### src/vcozd_pkg.sv
package vcozd_pkg;
   // calibration divider codes
   localparam logic [1:0] CAL_DIV_2 = 2'h0;
   localparam logic [1:0] CAL_DIV_4 = 2'h1;
   localparam logic [1:0] CAL_DIV_8 = 2'h2;
   localparam logic [1:0] CAL_DIV_16 = 2'h3;
   localparam int CAL_DIV_W = 4;
   localparam logic [CAL_DIV_W-1:0] CAL_DIV_CNT_2 = 4'h1;
   localparam logic [CAL_DIV_W-1:0] CAL_DIV_CNT_4 = 4'h3;
   localparam logic [CAL_DIV_W-1:0] CAL_DIV_CNT_8 = 4'h7;
   localparam logic [CAL_DIV_W-1:0] CAL_DIV_CNT_16 = 4'hf;
   // calibration length in calibration clock cycles
   localparam int CAL_LEN_W = 13;
   localparam logic [CAL_LEN_W-1:0] CAL_CYCLES = 13'h1130;
   // zero delay mode field
   localparam logic [1:0] ZD_INTERNAL = 2'h1;
   localparam logic [1:0] ZD_EXTERNAL = 2'h3;
   localparam int NUM_CHAN = 4;
   localparam int DLY_W = 4;
   typedef enum logic [1:0] {
      VCOZD_IDLE,
      VCOZD_SYNC,
      VCOZD_CAL,
      VCOZD_DONE
   } vcozd_state_t;
endpackage
### src/vcozd_ctrl.sv
`timescale 1ns/1ps
`default_nettype none
// Summary of operation
// - first setup after reset starts calibration once start bit is committed.
// - staged settings, start bit included, take effect only on update strobe.
// - calibration-done readback reads one after a calibration finishes.
// - calibration asserts sync, calibrates, then releases sync and closes loop in the same cycle.
// - outputs may resume before loop settles; no hold until lock.
// - calibration clock is phase detector rate over selected calibration divider.
// - calibration lasts a fixed count of calibration clocks, then done.
// - never calibrate automatically on divider or reference change.
// - internal zero delay routes channel divider zero to feedback divider.
// - external zero delay takes feedback from clock input pins.
// - two-bit channel field is committed but unused; internal zero delay feedback always comes from channel divider zero.
// - channel dividers held synchronised so outputs align to reference.
// - programmable delays in reference and feedback paths.
// - auto-load at power-up loads settings then calibrates if reference valid.
module vcozd_ctrl
   import vcozd_pkg::*;
(
   // clock and reset
   input wire logic sys_clk,
   input wire logic sys_rst,
   // staged setup bits
   input wire logic cal_start,
   input wire logic [1:0] cal_div_sel,
   input wire logic [1:0] zd_mode,
   input wire logic [1:0] zd_chan_sel,
   input wire logic [vcozd_pkg::DLY_W-1:0] ref_delay_set,
   input wire logic [vcozd_pkg::DLY_W-1:0] fb_delay_set,
   input wire logic update_regs,
   // power-up auto load
   input wire logic autoload_done,
   input wire logic ref_valid,
   // phase detector rate pulse, one sys_clk wide
   input wire logic pfd_tick,
   // feedback sources
   input wire logic [vcozd_pkg::NUM_CHAN-1:0] chan_div_out,
   input wire logic ext_clk_in,
   input wire logic vco_fb_in,
   // status and control outputs
   output logic cal_done,
   output logic cal_busy,
   output logic out_sync,
   output logic loop_closed,
   output logic fb_to_ndiv,
   output logic fb_select_mux_a,
   output logic fb_select_mux_b,
   output logic [vcozd_pkg::DLY_W-1:0] ref_delay,
   output logic [vcozd_pkg::DLY_W-1:0] fb_delay
);
   import vcozd_pkg::*;

   logic act_start;
   logic [1:0] act_div;
   logic [1:0] act_zd;
   logic [1:0] act_chan;
   logic start_prev;
   logic cal_req;
   vcozd_state_t state;
   logic [CAL_DIV_W-1:0] div_cnt;
   logic [CAL_DIV_W-1:0] div_max;
   logic cal_tick;
   logic [CAL_LEN_W-1:0] cal_cnt;
   logic auto_armed;
   logic fb_src;

   // staged settings committed only by the update strobe
   always_ff @(posedge sys_clk) begin
      if (sys_rst) begin
         act_start <= 1'b0;
         act_div <= CAL_DIV_2;
         act_zd <= 2'h0;
         act_chan <= 2'h0;
         ref_delay <= '0;
         fb_delay <= '0;
      end else if (update_regs) begin
         act_start <= cal_start;
         act_div <= cal_div_sel;
         act_zd <= zd_mode;
         act_chan <= zd_chan_sel;
         ref_delay <= ref_delay_set;
         fb_delay <= fb_delay_set;
      end
   end

   // rising edge of committed start only; divider changes never start it
   always_ff @(posedge sys_clk) begin
      if (sys_rst) begin
         start_prev <= 1'b0;
         auto_armed <= 1'b1;
      end else begin
         start_prev <= act_start;
         if (autoload_done) begin
            auto_armed <= 1'b0;
         end
      end
   end

   // auto calibration fires once after load, and only with a reference
   assign cal_req = (act_start && !start_prev)
      || (auto_armed && autoload_done && ref_valid);

   always_comb begin
      case (act_div)
         CAL_DIV_2: div_max = CAL_DIV_CNT_2;
         CAL_DIV_4: div_max = CAL_DIV_CNT_4;
         CAL_DIV_8: div_max = CAL_DIV_CNT_8;
         default: div_max = CAL_DIV_CNT_16;
      endcase
   end

   // calibration clock as an enable derived from the pfd rate
   always_ff @(posedge sys_clk) begin
      if (sys_rst || state != VCOZD_CAL) begin
         div_cnt <= '0;
      end else if (pfd_tick) begin
         div_cnt <= (div_cnt == div_max) ? '0 : div_cnt + 1'b1;
      end
   end
   assign cal_tick = pfd_tick && (div_cnt == div_max);

   always_ff @(posedge sys_clk) begin
      if (sys_rst) begin
         state <= VCOZD_IDLE;
         cal_cnt <= '0;
      end else begin
         case (state)
            VCOZD_IDLE: begin
               if (cal_req) begin
                  state <= VCOZD_SYNC;
               end
            end
            VCOZD_SYNC: begin
               cal_cnt <= '0;
               state <= VCOZD_CAL;
            end
            VCOZD_CAL: begin
               if (cal_tick) begin
                  if (cal_cnt == CAL_CYCLES - 1'b1) begin
                     state <= VCOZD_DONE;
                  end else begin
                     cal_cnt <= cal_cnt + 1'b1;
                  end
               end
            end
            VCOZD_DONE: begin
               if (cal_req) begin
                  state <= VCOZD_SYNC;
               end
            end
            default: state <= VCOZD_IDLE;
         endcase
      end
   end

   // done stays set until a new calibration starts
   always_ff @(posedge sys_clk) begin
      if (sys_rst) begin
         cal_done <= 1'b0;
      end else begin
         cal_done <= (state == VCOZD_DONE) && !cal_req;
      end
   end

   // sync released right at the end; no wait for lock
   assign cal_busy = (state == VCOZD_SYNC) || (state == VCOZD_CAL);
   assign out_sync = cal_busy;
   assign loop_closed = !cal_busy;

   // feedback routing
   assign fb_select_mux_b = (act_zd == ZD_EXTERNAL);
   assign fb_select_mux_a = (act_zd == ZD_INTERNAL) || (act_zd == ZD_EXTERNAL);
   always_comb begin
      case (act_zd)
         ZD_INTERNAL: fb_src = chan_div_out[0];
         ZD_EXTERNAL: fb_src = ext_clk_in;
         default: fb_src = vco_fb_in;
      endcase
   end
   always_ff @(posedge sys_clk) begin
      if (sys_rst) begin
         fb_to_ndiv <= 1'b0;
      end else begin
         fb_to_ndiv <= fb_src;
      end
   end

   logic [CAL_LEN_W-1:0] tick_seen;
   always_ff @(posedge sys_clk) begin
      if (sys_rst || state != VCOZD_CAL) begin
         tick_seen <= '0;
      end else if (cal_tick) begin
         tick_seen <= tick_seen + 1'b1;
      end
   end
endmodule // vcozd_ctrl
`default_nettype wire

### config.mk
export PLATFORM = sky130hd
export DESIGN_NAME = vcozd_ctrl
export DESIGN_NICKNAME = d
export VERILOG_FILES = /design/src/vcozd_pkg.sv /design/src/vcozd_ctrl.sv
export SDC_FILE = /design/constraint.sdc
export NUM_CORES = 1
export LEC_CHECK = 0
export ABC_AREA = 1
export BUFFER_PORTS_ARGS = -buffer_cell sky130_fd_sc_hd__buf_2
export CAP_MARGIN = 10
export CORE_MARGIN = 4
export CORE_UTILIZATION = 42
export DETAILED_ROUTE_END_ITERATION = 16
export PLACE_DENSITY_LB_ADDON = 0.12
export SYNTH_ARGS = -nofsm -noshare
export SYNTH_HDL_FRONTEND = slang
export SYNTH_SLANG_ARGS = --single-unit
export TNS_END_PERCENT = 5
### constraint.sdc
create_clock -name sys_clk -period 1.7 [get_ports sys_clk]
set_input_delay 0 -clock sys_clk [delete_from_list [all_inputs] [get_ports sys_clk]]
set_output_delay 0 -clock sys_clk [all_outputs]
set_load 0.03 [all_outputs]
==> results of run 1 <==
area by class of cell:
| type | count | area share (%) |
|---|---|---|
| clock buffer | 5 | 2.899 |
| clock inverter | 3 | 0.7907 |
| inverter | 35 | 5.535 |
| multi-input combinational | 196 | 41.17 |
| sequential | 36 | 30.36 |
| tap | 50 | 2.636 |
| timing repair buffer | 59 | 16.61 |
sequential cells by signal (all words and copies together), names as in the netlist, 2 cells and up:
signal	cells
fb_delay	4
state	2
ref_delay	4
cal_cnt	13
div_cnt	4
act_zd	2
act_div	2
cells in the final DEF, fill, tap and decap left out, drive strengths merged, types with 5 or more instances in the layout:
cell	count
nor2	62
nand2	56
buf	44
dfxtp	36
inv	33
nand3	19
a21oi	19
o21ai	18
dlygate4sd3	15
o211ai	5
ha	5
clkbuf	5
clkinv	5
report_power, final:
part	leakage, nW	switching, mW	internal, mW
clock	0.0479	0.324	0.286
combinational	0.709	0.452	0.218
sequential	0.295	0.0356	0.892
cells in the mapped netlist:
cell / instances
sky130_fd_sc_hd__o21ai_2: 1
sky130_fd_sc_hd__or2_2: 1
sky130_fd_sc_hd__ha_1: 5
sky130_fd_sc_hd__xnor2_1: 1
sky130_fd_sc_hd__nor3_1: 2
sky130_fd_sc_hd__xor2_1: 4
sky130_fd_sc_hd__buf_6: 1
sky130_fd_sc_hd__nor2_4: 1
sky130_fd_sc_hd__nor2_2: 3
sky130_fd_sc_hd__clkinv_1: 2
sky130_fd_sc_hd__nand4_1: 4
sky130_fd_sc_hd__dfxtp_1: 36
sky130_fd_sc_hd__a21oi_2: 8
sky130_fd_sc_hd__nand2_1: 53
sky130_fd_sc_hd__buf_1: 2
sky130_fd_sc_hd__a21oi_1: 11
sky130_fd_sc_hd__nor2_1: 58
sky130_fd_sc_hd__inv_1: 33
sky130_fd_sc_hd__nand3_1: 19
sky130_fd_sc_hd__o211ai_1: 5
sky130_fd_sc_hd__clkbuf_1: 4
sky130_fd_sc_hd__nand2_2: 3
sky130_fd_sc_hd__o21ai_0: 17
sky130_fd_sc_hd__buf_4: 2
per-layer routing:
metal	up-vias	wire [µm]	GRT usage, %
met3	4	207	4.940
met1	829	2109	23.30
met2	41	2069	30.93
met4	0	36	6.917
met5	-	0	0
li1	988	-	-
critical path, delay by kind of cell, from the launching register on:
| family | cells | cell delay [ps] |
|---|---|---|
| AOI/OAI and AO/OA | 1 | 60 |
| buffers and inverters | 3 | 480 |
| adders and majority gates | 1 | 250 |
| and+or+nand+nor | 2 | 280 |
| DFF | 1 | 380 |
kinds of logic (layout without fill, tap and decap cells):
| family | Yosys count | after routing | synth area share, % |
|---|---|---|---|
| flip-flops | 36 | 36 | 38.63 |
| AND/OR/NAND/NOR | 144 | 144 | 32.26 |
| adder cells (fa/ha/maj) | 5 | 5 | 3.353 |
| buffers and inverters | 44 | 102 | 9.658 |
| XOR/XNOR | 5 | 5 | 2.347 |
| AO/OA/AOI/OAI | 42 | 42 | 13.75 |
how the worst max path moves through the flow:
stage,from,to,slack (ps),depth (start not counted)
2_1_floorplan,state[0],state[0],20,8
3_3_place_gp,cal_cnt[0],cal_cnt[5],170,10
3_5_place_dp,cal_cnt[0],cal_cnt[12],140,10
4_1_cts,cal_cnt[0],cal_cnt[11],130,10
5_1_grt,div_cnt[0],state[0],-8,10
6_report,state[0],cal_cnt[3],160,7
timing repair:
action	4_1_cts	5_1_grt
setup endpoints to repair	0	12
hold buffers	15	0
gates resized for setup	0	4
endpoints found under the hold margin	15	0
stage by stage:
step           cells  total power, mW
2_1_floorplan    276            1.435
3_3_place_gp     361            1.573
3_5_place_dp     361            1.576
4_1_cts          384            2.205
5_1_grt          384            2.350
6_report         384            2.207
==> impl_summary.txt, run 1 <==
----------------------------------------------------
[Finish]
  Filler Cell Count ... 416
  Sequential cell area in the final layout ... 720.7 µm²
  Final instance area ... 2374 µm²
  Layout cells sized above 1 ... 21.26%
  Area used by multi-input combinational logic ... 977.2 µm²
  Layout Area Growth over Synthesis ... 27.23%
  Util after Layout ... 57.28%
  Net total in the final layout ... 365
  Inserted Diodes ... 0

[STA]
  Headroom to the max-slew limit ... 68.43%
  Actual transition at the worst max-transition pin ... 473.0 ps
  Final hold slack ... 12.74 ps
  Maximum clock rate ... 0.6482 GHz
  Hold violation count in the final report ... 0
  Setup slack of the critical path after layout ... 157.4 ps
  Worst clock skew ... 5.076 ps
  Period minus WS final ... 1543 ps
  Number of setup violations in the final report ... 0
  Final Cycle Share ... 90.74%
  Fin. max-slew vios ... 0
  Summed negative setup slack over all endpoints ... 0 ps

[Hold path]
  Startpoint of the lowest-slack hold path ... pfd_tick
  Hold Path Class ... primary input to register
  Cell count of the worst hold path ... 3
  Hold EP ... div_cnt[0]

[CTS]
  Clock latency at the later pin of the worst-skew pair ... 290 ps
  # clock sinks ... 36
  Clk buf depth ... 2
  Number of clock buffers inserted by TritonCTS ... 5
  CTS tree ... yes
  Clock-pin slew on the worst setup and hold paths ... 80 ps
  Root Buffer Master ... sky130_fd_sc_hd__clkbuf_8
  Post-CTS repair timing setup buffer count ... 0
  CTS H-Tree Depth ... 2

[Place]
  Port buffer count ... 36
  Detailed Place HPWL ... 3082 µm
  Post-Place Cell Area ... 2120 µm²
  Final weighted congestion in routability-driven placement ... 0.7940
  Pre-CTS WS ... 143.1 ps

[Setup path]
  Worst r2r path cells ... 7
  Worst stage delay on the critical path ... 380 ps
  Slack of the worst reg-to-reg path ... 160 ps
  Crit path launch type ... register
  Data arrival at the endpoint of the critical path ... 1720 ps
  Cells traversed along the worst timing path ... inv_1, ha_1, nor2_1, clkinv_1, buf_4, nand3_1, a21oi_2
  Worst r2r src ... state[0]
  Critical path type ... register to register
  Cell with the largest stage delay on the worst path ... sky130_fd_sc_hd__dfxtp_1
  End of the worst register-to-register path ... cal_cnt[3]
  Crit path max fanout ... 7
  CP required ... 1870 ps
  Crit path capture type ... register

[Floorplan]
  Rows ... 23
  DIE HEIGHT ... 74.65 µm
  IO Pins ... 42
  Floorplan core area ... 4144 µm²
  Die width ... 74.65 µm
  Die ar. ... 5572 µm²
  Initial cell density of the core ... 45.02%

[Synth]
  Yosys warns ... 0
  Proportion of synthesized chip area in sequential cells ... 38.63%
  Register bit count reported by yosys ... 36
  Share of the synthesized area in the top cell type ... 38.63%
  Top cells by area in the synthesized netlist ... sky130_fd_sc_hd__dfxtp_1 (39%), sky130_fd_sc_hd__nor2_1 (12%), sky130_fd_sc_hd__nand2_1 (11%)
  Mean instance size in the synthesized netlist ... 6.759 µm²
  Post-Synthesis Net Count ... 308
  Count of mapped cells out of synthesis ... 276
  Largest area contributor in the netlist ... sky130_fd_sc_hd__dfxtp_1
  Post-synth cell types ... 24
  Netlist area before placement ... 1866 µm²

[Global routing]
  Grt ovf ... 0
  Initial antenna violation count ... 0
  Maximum number of pins on one net before global-route repair ... 19
  First-pass GRT wire length ... 8162 µm
  Aggregate global-route resource usage ... 18.66%
  Vias in the first global route ... 1,889

[Drt]
  Routed Wire Length ... 4421 µm
  Count of vias placed by the detailed router ... 1,862
  Initial DRC Count ... 87
  Remaining antenna violation count ... 0
  Mean number of vias per cell ... 4.849
  Pre-Repair DR Iteration Count ... 4
  Routed WL per cell ... 11.51 µm
  Post-detailed-route DRC marker count ... 0

[Power]
  Cell leakage power ... 1.051 nW
  Worst-case vdd ir drop ... 0.8317 mV
  Power density of the placed cells ... 929.9 nW/µm²

[Outcome]
  Result of the run ... finished clean

[Run]
  Number of violations of the max-capacitance limit ... 0

----------------------------------------------------
(Power assumes the default switching activity.)
==> inputs of run 2 (changes only) <==
--- a/config.mk
+++ b/config.mk
@@ -9,9 +9,10 @@
 export BUFFER_PORTS_ARGS = -buffer_cell sky130_fd_sc_hd__buf_2
 export CAP_MARGIN = 10
 export CORE_MARGIN = 4
-export CORE_UTILIZATION = 42
+export CORE_UTILIZATION = 40
 export DETAILED_ROUTE_END_ITERATION = 16
 export PLACE_DENSITY_LB_ADDON = 0.12
+export REMOVE_ABC_BUFFERS = 1
 export SYNTH_ARGS = -nofsm -noshare
 export SYNTH_HDL_FRONTEND = slang
 export SYNTH_SLANG_ARGS = --single-unit
==> impl_summary.txt, run 2 (synthesis gave the netlist of run 1 again) <==
----------------------------------------------------
[Floorplan]
  Die ar. ... 5820 µm²
  DIE HEIGHT ... 76.29 µm
  IO Pins ... 42
  Initial cell density of the core ... 41.98%
  Floorplan core area ... 4444 µm²
  Die width ... 76.29 µm
  Rows ... 24

[Finish]
  Layout Area Growth over Synthesis ... 28.97%
  Layout cells sized above 1 ... 20.83%
  Inserted Diodes ... 0
  Final instance area ... 2406 µm²
  Most common cell after layout, fill and taps aside ... sky130_fd_sc_hd__nor2_1
  Most frequent cells in the layout ... sky130_fd_sc_hd__nor2_1 (58), sky130_fd_sc_hd__nand2_1 (53), sky130_fd_sc_hd__dfxtp_1 (36), sky130_fd_sc_hd__buf_2 (36), sky130_fd_sc_hd__inv_1 (33)
  Largest register by flop count ... cal_cnt
  Number of flip-flops under the largest register name ... 13
  Net total in the final layout ... 367

[Drt]
  Mean number of vias per cell ... 4.791
  Routed WL per cell ... 11.15 µm
  Count of vias placed by the detailed router ... 1,859
  Remaining antenna violation count ... 0
  Post-detailed-route DRC marker count ... 0
  Routed Wire Length ... 4328 µm
  Pre-Repair DR Iteration Count ... 4
  Initial DRC Count ... 107

[Setup path]
  Cell family contributing the most delay on the critical path ... buffers and inverters
  Cells traversed along the worst timing path ... inv_1, ha_1, nor2_1, clkinv_1, buf_4, nand3_1, a21oi_2
  Critical path type ... register to register
  Data arrival at the endpoint of the critical path ... 1680 ps
  Crit path launch type ... register
  Crit path max fanout ... 7
  Worst stage delay on the critical path ... 370 ps
  CP required ... 1870 ps
  Crit path capture type ... register
  Cell with the largest stage delay on the worst path ... sky130_fd_sc_hd__dfxtp_1
  CP bufs+invs ... 3

[CTS]
  Number of clock buffers inserted by TritonCTS ... 5
  CTS H-Tree Depth ... 2
  Clock latency at the later pin of the worst-skew pair ... 290 ps
  Post-CTS repair timing setup buffer count ... 0
  Clk buf depth ... 2
  CTS tree ... yes
  Clock-pin slew on the worst setup and hold paths ... 80 ps
  # clock sinks ... 36
  Root Buffer Master ... sky130_fd_sc_hd__clkbuf_8

[STA]
  Unrepaired setup endpoints after global routing ... false
  Headroom to the max-slew limit ... 65.95%
  Actual transition at the worst max-transition pin ... 510.2 ps
  Fin. max-slew vios ... 0
  Hold violation count in the final report ... 0
  Summed negative setup slack over all endpoints ... 0 ps
  Maximum clock rate ... 0.6624 GHz
  Worst clock skew ... 2.863 ps
  Period minus WS final ... 1510 ps
  Final hold slack ... 48.71 ps
  Number of setup violations in the final report ... 0
  Final Cycle Share ... 88.80%

[Power]
  Cell leakage power ... 1.065 nW
  Power share of the clock group ... 32.2%
  Portion of total power attributed to combinational logic ... 28.5%
  Power density of the placed cells ... 979.1 nW/µm²
  Net switching power ... 0.8042 mW
  Worst-case vdd ir drop ... 0.5185 mV
  Part of the total power dissipated in sequential elements ... 39.3%
  Internal portion of total power ... 1.552 mW
  Switching part of the total ... 34.14%

[Global routing]
  Maximum number of pins on one net before global-route repair ... 19
  Met1 routing resource usage after global routing ... 17.96%
  Initial antenna violation count ... 0
  Global-route track usage on met3 ... 5.437%
  First-pass GRT wire length ... 7624 µm
  Most Crowded Layer GR ... met2
  Grt ovf ... 0
  Fraction of met2 tracks used by global routing ... 28.56%
  Aggregate global-route resource usage ... 15.94%
  Vias in the first global route ... 1,762

[Outcome]
  Result of the run ... finished clean

[Place]
  Final weighted congestion in routability-driven placement ... 0.8266
  Detailed Place HPWL ... 3046 µm
  Post-Place Cell Area ... 2130 µm²
  Port buffer count ... 36

[Hold path]
  Hold Path Class ... primary input to register

[Run]
  Number of violations of the max-capacitance limit ... 0

----------------------------------------------------
-- run 2: cell type report --
class | instances | area (µm²)
timing repair buffer | 61 | 407.9
clock buffer | 5 | 68.82
multi-input combinational | 196 | 969.7
sequential | 36 | 720.7
clock inverter | 3 | 42.54
inverter | 35 | 131.4
fill | 419 | 2038
tap | 52 | 65.06
-- run 2: power by group through the flow --
stage / combinational (mW) / sequential [mW] / clock [mW]
CTS: 0.670 / 0.925 / 0.778
global route: 0.755 / 0.931 / 0.811
global placement: 0.639 / 0.944 / 0
detailed placement: 0.641 / 0.945 / 0
floorplan: 0.397 / 0.976 / 0
finish: 0.672 / 0.926 / 0.758
-- run 2: routing by layer --
layer | wire, µm | part of all wire [%]
met2 | 2181 | 50
met3 | 171 | 4.0
met5 | 0 | 0
met4 | 43 | 0.99
met1 | 1931 | 45
-- run 2: path summary, 6_finish.rpt --
| kind | startpoint | endpoint | cells past startpoint | slack [ps] |
|---|---|---|---|---|
| max | state[0] | cal_cnt[12] | 7 | 190 |
| max reg2reg | state[0] | cal_cnt[12] | 7 | 190 |
| min | ref_valid | cal_done | 4 | 50 |
| min reg2reg | act_start | start_prev | 2 | 450 |
-- run 2: per-stage QoR --
stage / setup slack, ps / power (mW) / utilization, % / instances
floorplan: -197.9 / 1.373 / - / 267
global placement: 194.8 / 1.583 / 47.92 / 364
detailed placement: 188.8 / 1.586 / 47.92 / 364
CTS: 163.1 / 2.373 / 54.03 / 388
global route: 2.399 / 2.497 / 54.14 / 388
finish: 190.4 / 2.356 / 54.14 / 388
-- run 2: worst reg2reg max path, cell delays in order, from the launching register on --
cell and delay [ps]:
sky130_fd_sc_hd__dfxtp_1 370, sky130_fd_sc_hd__inv_1 70, sky130_fd_sc_hd__ha_1 240, sky130_fd_sc_hd__nor2_1 170, sky130_fd_sc_hd__clkinv_1 180, sky130_fd_sc_hd__buf_4 210
sky130_fd_sc_hd__nand3_1 100, sky130_fd_sc_hd__a21oi_2 60
-- run 2: repair_timing --
action	CTS	global route
setup endpoints to repair	0	1
hold endpoints to repair	16	0
hold buffers	16	0
resized for setup	0	1
==> inputs of run 3 (changes only) <==
==> constraint.sdc (replaced) <==
create_clock -name sys_clk -period 1.3 [get_ports sys_clk]
set_input_delay 0 -clock sys_clk [delete_from_list [all_inputs] [get_ports sys_clk]]
set_output_delay 0 -clock sys_clk [all_outputs]
set_load 0.03 [all_outputs]
==> impl_summary.txt, run 3 (synthesis gave the netlist of run 1 again) <==
----------------------------------------------------
[Drt]
  Remaining antenna violation count ... 0
  Count of vias placed by the detailed router ... 1,998
  Routed WL per cell ... 11.99 µm
  Mean number of vias per cell ... 4.768
  Routed Wire Length ... 5025 µm
  Post-detailed-route DRC marker count ... 0
  Pre-Repair DR Iteration Count ... 4
  Initial DRC Count ... 103

[Finish]
  Area used by multi-input combinational logic ... 1069 µm²
  Finished Layout Cells ... 419
  Number of flip-flops under the largest register name ... 13
  Inserted Diodes ... 0
  Net total in the final layout ... 398
  Util after Layout ... 61.66%
  Largest register by flop count ... cal_cnt
  Filler Cell Count ... 405
  Layout cells sized above 1 ... 37.60%
  Most frequent cells in the layout ... sky130_fd_sc_hd__nor2_1 (52), sky130_fd_sc_hd__nand2_1 (47), sky130_fd_sc_hd__buf_4 (37), sky130_fd_sc_hd__buf_2 (34), sky130_fd_sc_hd__inv_1 (28)
  Sequential cell area in the final layout ... 732.0 µm²
  Layout Area Growth over Synthesis ... 46.88%
  Most common cell after layout, fill and taps aside ... sky130_fd_sc_hd__nor2_1
  Final instance area ... 2740 µm²

[Floorplan]
  Floorplan core area ... 4444 µm²
  Die width ... 76.29 µm
  IO Pins ... 42
  Initial cell density of the core ... 41.98%
  Die ar. ... 5820 µm²
  DIE HEIGHT ... 76.29 µm
  Rows ... 24

[Power]
  Worst-case vdd ir drop ... 0.9289 mV
  Power density of the placed cells ... 1211 nW/µm²
  Post-route total power ... 3.318 mW
  Cell leakage power ... 1.264 nW

[Global routing]
  Maximum number of pins on one net before global-route repair ... 19
  First-pass GRT wire length ... 8742 µm
  Initial antenna violation count ... 0
  Aggregate global-route resource usage ... 18.36%
  Vias in the first global route ... 1,918
  Grt ovf ... 0

[CTS]
  CTS tree ... yes
  Root Buffer Master ... sky130_fd_sc_hd__clkbuf_8
  Clock-pin slew on the worst setup and hold paths ... 70 ps
  Number of clock buffers inserted by TritonCTS ... 5
  Clk buf depth ... 2
  Clock latency at the later pin of the worst-skew pair ... 300 ps
  CTS H-Tree Depth ... 2
  # clock sinks ... 36
  Hold-fix buffers at CTS ... 15

[Place]
  Final weighted congestion in routability-driven placement ... 0.8862
  Count of placed standard cells including taps ... 393
  Post-Place Cell Area ... 2347 µm²
  Detailed Place HPWL ... 3318 µm
  Pre-CTS WS ... -159.6 ps
  Port buffer count ... 36

[STA]
  Headroom to the max-slew limit ... 65.24%
  Actual transition at the worst max-transition pin ... 520.8 ps
  Final Cycle Share ... 105.9%
  Worst clock skew ... 9.733 ps
  Fin. max-slew vios ... 0
  Summed negative setup slack over all endpoints ... -835.5 ps
  Final hold slack ... -30.93 ps
  Number of setup violations in the final report ... 17
  Maximum clock rate ... 0.7266 GHz
  Hold violation count in the final report ... 2
  Setup slack of the critical path after layout ... -76.24 ps
  Period minus WS final ... 1376 ps
  Unrepaired setup endpoints after global routing ... true

[Outcome]
  Result of the run ... finished, violations left
  Violated checks ... negative hold slack, negative setup slack

[Setup path]
  Crit path capture type ... register
  Critical path type ... register to register
  Data arrival at the endpoint of the critical path ... 1610 ps
  Crit path launch type ... register
  Crit path max fanout ... 5
  CP required ... 1530 ps

[Run]
  Number of violations of the max-capacitance limit ... 0

[Hold path]
  Hold Path Class ... primary input to register

----------------------------------------------------
==> run 3: cell types whose count changed in the layout (fill, tap and decap cells not counted), sizes merged <==
cell and change:
nand2 +1, dlygate4sd3 -1, inv +1, buf +31, clkinvlp -1, clkinv +1
bufinv -1
==> run 3: per-layer routing <==
| metal | GRT usage, % | vias to the layer above | part of all wire (%) |
|---|---|---|---|
| li1 | - | 1051 | - |
| met1 | 21.11 | 888 | 43 |
| met2 | 32.60 | 49 | 50 |
| met3 | 4.492 | 10 | 5.8 |
| met4 | 7.065 | 0 | 1.8 |
| met5 | 0 | - | 0 |
==> run 3: final timing paths <==
kind / depth (start not counted) / slack (ps) / to / start
hold reg to reg: 2 / 470 / auto_armed / auto_armed
setup reg to reg: 10 / -80 / cal_cnt[5] / cal_cnt[0]
setup / recovery: 10 / -80 / cal_cnt[5] / cal_cnt[0]
hold / removal: 2 / -30 / cal_cnt[3] / sys_rst
==> run 3: cell type report <==
class / count / share of cell area [%]
sequential: 36 / 26.71
tap: 52 / 2.374
clock inverter: 3 / 0.6849
inverter: 35 / 4.840
multi-input combinational: 197 / 39.00
timing repair buffer: 91 / 23.88
clock buffer: 5 / 2.511
==> run 3: critical path: stages (launching register included) <==
cell and delay, ps:
sky130_fd_sc_hd__dfxtp_2 360, sky130_fd_sc_hd__ha_4 150, sky130_fd_sc_hd__nand2_4 60, sky130_fd_sc_hd__nor2_4 90, sky130_fd_sc_hd__nand2_2 70, sky130_fd_sc_hd__nor2_2 90, sky130_fd_sc_hd__nor2_2 60, sky130_fd_sc_hd__nand2_4 100
sky130_fd_sc_hd__buf_6 140, sky130_fd_sc_hd__nand3_1 80, sky130_fd_sc_hd__a21oi_2 130
==> run 3: power breakdown <==
part,switching (mW),internal [mW],total (mW)
Combinational,0.715,0.560,1.28
Clock,0.446,0.374,0.819
Sequential,0.0495,1.17,1.22
==> run 3: timing repair <==
action	4_1_cts	5_1_grt
setup buffers	0	1
hold endpoints to repair	17	2
gates cloned	1	1
pin swaps	5	8
setup endpoints to repair	22	21
gates resized for setup	24	24
